$ cat src/dsr_consts.svh
// Constants for the disk controller status and error register bank
`ifndef DSR_CONSTS_SVH
`define DSR_CONSTS_SVH
// ==========================================
// Register byte addresses
`define DSR_OFF_STATE   12'h000
`define DSR_OFF_FAULT   12'h004
`define DSR_OFF_CTRL    12'h008
`define DSR_OFF_COMBO   12'h00C
// ==========================================
// Status bit positions
`define DSR_ST_READY    7
`define DSR_ST_DRIVE_READY_FLAG     6
`define DSR_ST_WFAULT   5
`define DSR_ST_SEEK     4
`define DSR_ST_XFER     3
`define DSR_ST_DATA_CORRECTED_FLAG     2
`define DSR_ST_INDEX    1
`define DSR_ST_ERR      0
// ==========================================
// Error bit positions
`define DSR_ER_BADBLK   7
`define DSR_ER_UNC      6
`define DSR_ER_IDMISS   4
`define DSR_ER_ABORT    2
`define DSR_ER_TK0      1
`define DSR_ER_USED     8'hD6
// ==========================================
// Control bit positions and reset values
`define DSR_CT_CLR_ERR  0
`define DSR_CT_CLR_DATA_CORRECTED_FLAG 1
`define DSR_CT_CLR_WF   2
`define DSR_ERR_RESET   8'h00
`define DSR_SET_RESET   3'h0
`endif

$ cat src/dsr_pkg.sv
// Types shared by the disk controller register bank
package dsr_pkg;
	typedef enum logic [1:0] {
		DSR_IDLE = 2'b00,
		DSR_DATA = 2'b01
	} dsr_phase_e;
	typedef logic [7:0] dsr_byte_t;
endpackage

$ cat src/dsr_regs.sv
// Disk controller status and error register bank on AHB-Lite
`timescale 1ns/1ns
`include "dsr_consts.svh"
module dsr_regs (
	// Clock and reset
	input  wire logic        hclk,
	input  wire logic        hresetn,
	// AHB-Lite
	input  wire logic        hsel,
	input  wire logic [11:0] haddr,
	input  wire logic [1:0]  htrans,
	input  wire logic        hwrite,
	input  wire logic [2:0]  hsize,
	input  wire logic [31:0] hwdata,
	input  wire logic        hready,
	output logic             hreadyout,
	output logic             hresp,
	output logic [31:0]      hrdata,
	// Controller and drive levels
	input  wire logic        ctrl_busy,
	input  wire logic        drive_ready,
	input  wire logic        heads_settled,
	input  wire logic        xfer_ready,
	input  wire logic        index_pulse,
	// Controller and drive events
	input  wire logic        write_fault_evt,
	input  wire logic        corrected_evt,
	input  wire logic        bad_block_evt,
	input  wire logic        uncorrectable_evt,
	input  wire logic        id_missing_evt,
	input  wire logic        aborted_evt,
	input  wire logic        tk0_fail_evt,
	input  wire logic        tk0_found_evt,
	input  wire logic        cmd_start
);
	// ==========================================
	// Pin synchronisers
	logic [4:0] lvl_s1_q, lvl_s2_q, lvl_s1_d, lvl_s2_d;
	always_comb begin
		lvl_s1_d = {ctrl_busy, drive_ready, heads_settled, xfer_ready, index_pulse};
		lvl_s2_d = lvl_s1_q;
	end
	always_ff @(posedge hclk or negedge hresetn) begin
		if (!hresetn) begin
			lvl_s1_q <= 5'h00;
			lvl_s2_q <= 5'h00;
		end else begin
			lvl_s1_q <= lvl_s1_d;
			lvl_s2_q <= lvl_s2_d;
		end
	end
	logic busy_s, drive_ready_flag_s, seek_s, xfer_s, index_s;
	assign {busy_s, drive_ready_flag_s, seek_s, xfer_s, index_s} = lvl_s2_q;

	// ==========================================
	// Bus front end
	logic        wr_en, rd_en;
	logic [11:0] reg_addr;
	dsr_ahb_slave u_bus (
		.hclk      (hclk),
		.hresetn   (hresetn),
		.hsel      (hsel),
		.haddr     (haddr),
		.htrans    (htrans),
		.hwrite    (hwrite),
		.hsize     (hsize),
		.hready    (hready),
		.hreadyout (hreadyout),
		.hresp     (hresp),
		.wr_en     (wr_en),
		.rd_en     (rd_en),
		.reg_addr  (reg_addr)
	);

	// ==========================================
	// Control register write decode (write 1 to clear)
	logic       ctl_wr;
	logic [2:0] clr_cmd;
	assign ctl_wr  = wr_en && (reg_addr == `DSR_OFF_CTRL);
	assign clr_cmd = ctl_wr ? hwdata[2:0] : `DSR_SET_RESET;

	// ==========================================
	// Error register: sticky, cleared on command start or by software
	logic [7:0] err_set, err_clr, err_flags;
	always_comb begin
		err_set = 8'h00;
		err_set[`DSR_ER_BADBLK] = bad_block_evt;
		err_set[`DSR_ER_UNC]    = uncorrectable_evt;
		err_set[`DSR_ER_IDMISS] = id_missing_evt;
		err_set[`DSR_ER_ABORT]  = aborted_evt;
		err_set[`DSR_ER_TK0]    = tk0_fail_evt;
		err_clr = {8{cmd_start || clr_cmd[`DSR_CT_CLR_ERR]}};
		err_clr[`DSR_ER_TK0] = err_clr[`DSR_ER_TK0] || tk0_found_evt;
	end
	dsr_event_flags #(.WIDTH(8)) u_err (
		.hclk      (hclk),
		.hresetn   (hresetn),
		.set_in    (err_set),
		.clr_in    (err_clr),
		.keep_mask (`DSR_ER_USED),
		.flags     (err_flags)
	);

	// ==========================================
	// Status sticky bits: write fault, corrected data
	logic [1:0] st_set, st_clr, st_flags;
	always_comb begin
		st_set = {corrected_evt, write_fault_evt};
		st_clr = {clr_cmd[`DSR_CT_CLR_DATA_CORRECTED_FLAG] || cmd_start, clr_cmd[`DSR_CT_CLR_WF]};
	end
	dsr_event_flags #(.WIDTH(2)) u_st (
		.hclk      (hclk),
		.hresetn   (hresetn),
		.set_in    (st_set),
		.clr_in    (st_clr),
		.keep_mask (2'h3),
		.flags     (st_flags)
	);

	// ==========================================
	// Status register assembly
	dsr_pkg::dsr_byte_t state_byte;
	always_comb begin
		state_byte = 8'h00;
		state_byte[`DSR_ST_READY]  = !busy_s;
		state_byte[`DSR_ST_DRIVE_READY_FLAG]   = drive_ready_flag_s;
		state_byte[`DSR_ST_WFAULT] = st_flags[0];
		state_byte[`DSR_ST_SEEK]   = seek_s;
		state_byte[`DSR_ST_XFER]   = xfer_s;
		state_byte[`DSR_ST_DATA_CORRECTED_FLAG]   = st_flags[1];
		state_byte[`DSR_ST_INDEX]  = index_s;
		state_byte[`DSR_ST_ERR]    = |err_flags;
	end

	// ==========================================
	// Read data, captured at the address phase, shown in the data phase
	function automatic logic [31:0] read_word(
		input logic [11:0] addr,
		input logic [7:0]  st,
		input logic [7:0]  er
	);
		logic [31:0] word;
		word = 32'h0000_0000;
		case (addr)
			`DSR_OFF_STATE: word = {24'h000000, st};
			`DSR_OFF_FAULT: word = {24'h000000, er};
			`DSR_OFF_COMBO: word = {16'h0000, st, er};
			default:        word = 32'h0000_0000;
		endcase
		return word;
	endfunction
	logic        rd_take;
	logic [31:0] rdata_d, rdata_q;
	assign rd_take = hsel && hready && htrans[1] && !hwrite;
	always_comb begin
		rdata_d = 32'h0000_0000;
		if (rd_take) begin
			rdata_d = read_word(haddr, state_byte, err_flags);
		end
	end
	always_ff @(posedge hclk or negedge hresetn) begin
		if (!hresetn) begin
			rdata_q <= 32'h0000_0000;
		end else begin
			rdata_q <= rdata_d;
		end
	end
	// A flop drives hrdata, so it reads zero outside a read data phase
	assign hrdata = rdata_q;
endmodule

$ cat src/dsr_ahb_slave.sv
// AHB-Lite slave front end with a one-cycle registered data phase
`timescale 1ns/1ns
`include "dsr_consts.svh"
module dsr_ahb_slave (
	// Clock and reset
	input  wire logic        hclk,
	input  wire logic        hresetn,
	// AHB-Lite slave side
	input  wire logic        hsel,
	input  wire logic [11:0] haddr,
	input  wire logic [1:0]  htrans,
	input  wire logic        hwrite,
	input  wire logic [2:0]  hsize,
	input  wire logic        hready,
	output logic             hreadyout,
	output logic             hresp,
	// Register side
	output logic             wr_en,
	output logic             rd_en,
	output logic [11:0]      reg_addr
);
	// ==========================================
	// Address phase capture
	logic        act_d, act_q, wr_d, wr_q;
	logic [11:0] addr_d, addr_q;
	always_comb begin
		act_d  = hsel && hready && htrans[1];
		wr_d   = hwrite;
		addr_d = haddr;
		if (!(hsel && hready)) begin
			wr_d   = wr_q;
			addr_d = addr_q;
		end
	end
	always_ff @(posedge hclk or negedge hresetn) begin
		if (!hresetn) begin
			act_q  <= 1'b0;
			wr_q   <= 1'b0;
			addr_q <= 12'h000;
		end else begin
			act_q  <= act_d;
			wr_q   <= wr_d;
			addr_q <= addr_d;
		end
	end
	// Zero wait states, always OKAY
	assign hreadyout = 1'b1;
	assign hresp     = 1'b0;
	assign wr_en     = act_q && wr_q;
	assign rd_en     = act_q && !wr_q;
	assign reg_addr  = addr_q;
endmodule

$ cat src/dsr_event_flags.sv
// Sticky flag bank: hardware set wins over software clear
`timescale 1ns/1ns
module dsr_event_flags #(
	parameter int WIDTH = 8
) (
	// Clock and reset
	input  wire logic             hclk,
	input  wire logic             hresetn,
	// Events and clears
	input  wire logic [WIDTH-1:0] set_in,
	input  wire logic [WIDTH-1:0] clr_in,
	input  wire logic [WIDTH-1:0] keep_mask,
	output logic      [WIDTH-1:0] flags
);
	logic [WIDTH-1:0] flag_d, flag_q;
	always_comb begin
		flag_d = ((flag_q & ~clr_in) | set_in) & keep_mask;
	end
	always_ff @(posedge hclk or negedge hresetn) begin
		if (!hresetn) begin
			flag_q <= '0;
		end else begin
			flag_q <= flag_d;
		end
	end
	assign flags = flag_q;
endmodule

$ cat config.mk
export PLATFORM = sky130hd
export DESIGN_NAME = dsr_regs
export DESIGN_NICKNAME = d
export VERILOG_FILES = /design/src/dsr_pkg.sv /design/src/dsr_regs.sv /design/src/dsr_ahb_slave.sv /design/src/dsr_event_flags.sv
export VERILOG_INCLUDE_DIRS = /design/src
export SDC_FILE = /design/constraint.sdc
export NUM_CORES = 1
export LEC_CHECK = 0
export ABC_CLOCK_PERIOD_IN_PS = 1400
export BUFFER_PORTS_ARGS = -buffer_cell sky130_fd_sc_hd__buf_2
export CAP_MARGIN = 20
export CORE_MARGIN = 3
export CORE_UTILIZATION = 40
export DETAILED_ROUTE_END_ITERATION = 8
export PLACE_DENSITY = 0.77
export SYNTH_ARGS = -nofsm -noshare
export SYNTH_HDL_FRONTEND = slang
export SYNTH_SLANG_ARGS = --single-unit
$ cat constraint.sdc
create_clock -name hclk -period 1.4 [get_ports hclk]
set_clock_uncertainty 0.1 [all_clocks]
set_input_delay 0.14 -clock hclk [delete_from_list [all_inputs] [get_ports hclk]]
set_output_delay 0.14 -clock hclk [all_outputs]
set_load 0.02 [all_outputs]
==> impl_results.rst <==
.. list-table::
   :header-rows: 1

   * - Metric
     - Value
   * - Portion of netlist area occupied by mux cells
     - 7.36%
   * - Number of antenna violations at the first check in global routing
     - 0
   * - Wire length of the first global-routing pass
     - 6.15 mm
   * - Post-placement setup slack
     - -0.159 ns
   * - Final routed wirelength across all metal layers
     - 3.68 mm
   * - Switching Power
     - 0.637 mW
   * - Routability congestion estimate from global placement
     - 0.750
   * - Combined area of all synthesized cells
     - 1990 um2
   * - Die outline area
     - 5850 um2
   * - Post-route met1 wirelength
     - 1.50 mm
   * - Cell internal pwr
     - 2.32 mW
   * - H-tree Lvls
     - 2
   * - Warnings from Yosys
     - 0
   * - Max Buffers Root-to-Sink
     - 2
   * - Top-level port count
     - 102
   * - Wire length on met2
     - 1.90 mm
   * - Required arrival time at the worst endpoint
     - 1.47 ns
   * - HPWL Detailed
     - 2.65 mm
   * - Relative contribution of sequential cells to total power
     - 50.7%
   * - Post-Route Utilization
     - 55.0%
   * - Port bufs
     - 50
   * - Starting density of the core
     - 41.8%
   * - Achievable frequency
     - 0.656 GHz
   * - Yosys reg bits
     - 47
   * - Clk pwr share
     - 38.1%
   * - CTS Buf Count
     - 5
   * - Clock period minus final worst setup slack
     - 1.52 ns
   * - Biggest area consumer among synthesized cells
     - sky130_fd_sc_hd__dfrtp_1
   * - Power per unit of standard cell area
     - 1130 nW/um2
   * - Largest fanout of any net on the critical path
     - 7
   * - Top cells by area in the synthesized netlist
     - sky130_fd_sc_hd__dfrtp_1 (59%), sky130_fd_sc_hd__mux2_2 (7.4%), sky130_fd_sc_hd__buf_4 (6.8%), sky130_fd_sc_hd__nor3_2 (5.0%), sky130_fd_sc_hd__a221o_1 (2.5%)
   * - Status
     - finished, violations left
   * - Area share of the largest cell type after synthesis
     - 59.2%
   * - Vias/cell
     - 4.51
   * - Compound-cell area share of the yosys netlist
     - 6.99%
   * - Part of the cycle the worst path needs
     - 109%
   * - Core Rows
     - 25
   * - Portion of the post-synthesis area used by sequential elements
     - 59.2%
   * - Average wire length per cell after detail routing
     - 12.6 um
   * - Fraction of the mapped netlist area in adder cells
     - 0%
   * - Crit path DAT
     - 1.59 ns
   * - Worst-skew pair later-pin latency
     - 0.29 ns
   * - Layout cell share with drive strength beyond 1
     - 44.2%
   * - Total routing resource utilization after global routing
     - 13.3%
   * - Share of the synthesized netlist area taken by xor and xnor gates
     - 0%
   * - Hold violation count in the final report
     - 0
   * - Maximum VDD drop
     - 0.000595 V
   * - Max capacitance violation total
     - 0
   * - Count of nets left with antenna violations after detail routing
     - 0
   * - Non-Filler Cell Area, Final
     - 2610 um2
   * - CTS tree
     - done
   * - Leakage dissipation
     - 1.20 nW
   * - Filler cell count
     - 414
   * - Top layer used by detailed routing
     - met4
   * - Min setup slack post-route
     - -0.124 ns
   * - Proportion of total power due to net switching
     - 21.5%
   * - Ant. Diodes
     - 0
   * - RSZ-0062 raised after global routing
     - true
   * - Detailed Route Iter0 Violations
     - 63
   * - Number of iterations in the first detailed-routing pass
     - 4
   * - CTS sink count
     - 47
   * - Clock root buffer
     - sky130_fd_sc_hd__clkbuf_8
   * - DR vias
     - 1311
   * - Layout-stage area growth over the synthesis result
     - 31.5%
   * - Via count of the first global-routing pass
     - 1284
   * - Pins Over Slew Limit
     - 0
   * - Placement-stage cell area
     - 2270 um2
   * - Maximum number of pins on one net before global-route repair
     - 48
   * - Total overflow reported by the global router
     - 0
   * - Violated checks
     - negative setup slack
   * - Main combinational cell family by area after synthesis
     - simple AND/OR/NAND/NOR gates
   * - Startpoint types
     - register
   * - Count of unique library cells instantiated by Yosys
     - 27
   * - Crit path kind
     - reg2reg
   * - Hold crit path type
     - in2reg
   * - Length of routed met3 wiring
     - 223 um
   * - CTS clock-pin slew for the worst setup and hold paths
     - 0.08 ns
   * - DRC viols
     - 0
   * - Logic gate share of total power
     - 11.2%
   * - Finish-stage setup viols
     - 6
   * - Vert. Die Dim
     - 76.5 um
   * - Cells after Synth
     - 150
   * - Crit end category
     - register
   * - Average size of a mapped cell
     - 13.3 um2
   * - Placeable core region
     - 4750 um2
   * - Area share of and/or/nand/nor cells after synthesis
     - 17.8%
   * - Die Wd
     - 76.5 um
   * - # nets final
     - 291
-- flip-flops by register name, indices dropped and copies added, names as in the netlist --
name            cells
u_bus.wr_q          1
u_bus.reg_addr     12
hrdata             16
lvl_s2_q            5
lvl_s1_q            5
u_bus.act_q         1
u_err.flags         5
u_st.flags          2
-- logic make-up after synthesis --
group           count (synthesis)
flops                          47
simple gates                   51
buf+inv                        23
compound gates                 14
other cells                     2
mux                            13
-- power groups by stage --
| stage | Combinational (mW) | Clock, mW | Sequential, mW |
|---|---|---|---|
| after floorplan | 0.218 | 0 | 1.51 |
| after global placement | 0.281 | 0 | 1.52 |
| after detailed placement | 0.287 | 0 | 1.53 |
| after CTS | 0.322 | 1.15 | 1.50 |
| after global routing | 0.368 | 1.22 | 1.51 |
| final | 0.332 | 1.13 | 1.50 |
-- routing by layer --
metal	vias to the layer above	global-route usage, %
li1	636	-
met1	619	16.9
met2	51	22.0
met3	5	3.07
met4	0	5.43
met5	-	0
-- per-stage QoR --
stage               std cells  hold slack, ns  power, mW  setup TNS [ns]
floorplan                 166          -0.256       1.73               0
global route              291        -0.00254       3.10           -1.26
CTS                       289        0.000802       2.97          -0.883
global placement          264          0.0322       1.80          -0.728
finish                    291         0.00698       2.96          -0.634
detailed placement        264          0.0347       1.81          -0.807
-- repair_timing --
item | in CTS | in global routing
gates cloned | 0 | 0
buffers inserted | 1 | 1
hold buffers | 16 | 1
setup endpoints to repair | 7 | 15
gates resized for setup | 0 | 4
pin swaps | 7 | 3
endpoints found under the hold margin | 62 | 1
-- cell usage in the layout, fill, tap and decap left out, drive strengths merged --
| cell type | Yosys | routed |
|---|---|---|
| or2 | 1 | 1 |
| nand3 | 1 | 1 |
| nand2b | 2 | 2 |
| conb | 2 | 18 |
| dfrtp | 47 | 47 |
| and2 | 1 | 1 |
| buf | 23 | 56 |
| nor4 | 3 | 3 |
| nor2 | 6 | 6 |
| nand2 | 11 | 11 |
| dlygate4sd3 | 0 | 17 |
| nor2b | 7 | 7 |
| a2bb2oi | 1 | 1 |
| o22a | 2 | 2 |
| clkbuf | 0 | 6 |
| a22oi | 4 | 4 |
| a2111oi | 2 | 2 |
| and4bb | 1 | 1 |
| nor4b | 1 | 1 |
| nor3 | 15 | 15 |
| a221o | 5 | 5 |
| nand4 | 1 | 1 |
| bufinv | 0 | 2 |
| mux2 | 13 | 13 |
| and3 | 1 | 1 |
-- area by class of cell --
type | count | area [um2] | share of cell area, %
Multi-Input combinational cell | 96 | 727 | 27.8
Clock buffer | 6 | 72.6 | 2.78
Tap cell | 67 | 83.8 | 3.21
Timing Repair Buffer | 73 | 494 | 18.9
Sequential cell | 47 | 1180 | 45.0
Clock inverter | 2 | 60.1 | 2.30
-- cells in the mapped netlist --
cell type / count
sky130_fd_sc_hd__and3_1: 1
sky130_fd_sc_hd__dfrtp_1: 47
sky130_fd_sc_hd__nor2_1: 6
sky130_fd_sc_hd__nor3_2: 10
sky130_fd_sc_hd__a221o_1: 5
sky130_fd_sc_hd__and4bb_2: 1
sky130_fd_sc_hd__buf_2: 3
sky130_fd_sc_hd__nand4_2: 1
sky130_fd_sc_hd__nor4_2: 2
sky130_fd_sc_hd__a2bb2oi_1: 1
sky130_fd_sc_hd__nand2b_1: 2
sky130_fd_sc_hd__nor4b_4: 1
sky130_fd_sc_hd__nor4_1: 1
sky130_fd_sc_hd__o22a_2: 2
sky130_fd_sc_hd__mux2_2: 13
sky130_fd_sc_hd__a2111oi_2: 2
sky130_fd_sc_hd__nand2_1: 11
sky130_fd_sc_hd__nor3_1: 5
sky130_fd_sc_hd__or2_2: 1
sky130_fd_sc_hd__buf_4: 18
sky130_fd_sc_hd__buf_1: 1
sky130_fd_sc_hd__nor2b_1: 7
sky130_fd_sc_hd__conb_1: 2
sky130_fd_sc_hd__a22oi_1: 4
sky130_fd_sc_hd__buf_6: 1
sky130_fd_sc_hd__nand3_2: 1
sky130_fd_sc_hd__and2_1: 1
-- critical path, cell delays in order, from the launching register on --
cell                      delay, ns
sky130_fd_sc_hd__dfrtp_1       0.40
sky130_fd_sc_hd__nor4_2        0.30
sky130_fd_sc_hd__nand4_2       0.25
sky130_fd_sc_hd__a221o_1       0.36
-- final timing paths --
| kind | start | endpoint | slack (ns) | depth (start not counted) |
|---|---|---|---|---|
| worst max-delay path | u_bus.reg_addr[7]$_DFFE_PN0P_ | u_err.flags[7]$_DFF_PN0_ | -0.12 | 3 |
| max in group asynchronous | hresetn | u_bus.reg_addr[11]$_DFFE_PN0P_ | 0.74 | 3 |
| min in group asynchronous | hresetn | u_st.flags[0]$_DFF_PN0_ | 0.25 | 3 |
| worst min register to register | lvl_s1_q[4]$_DFF_PN0_ | lvl_s2_q[4]$_DFF_PN0_ | 0.26 | 0 |
| worst max register to register | u_bus.reg_addr[7]$_DFFE_PN0P_ | u_err.flags[7]$_DFF_PN0_ | -0.12 | 3 |
| worst min-delay path | haddr[10] | u_bus.reg_addr[10]$_DFFE_PN0P_ | 0.007 | 2 |
(Power assumes the default switching activity.)
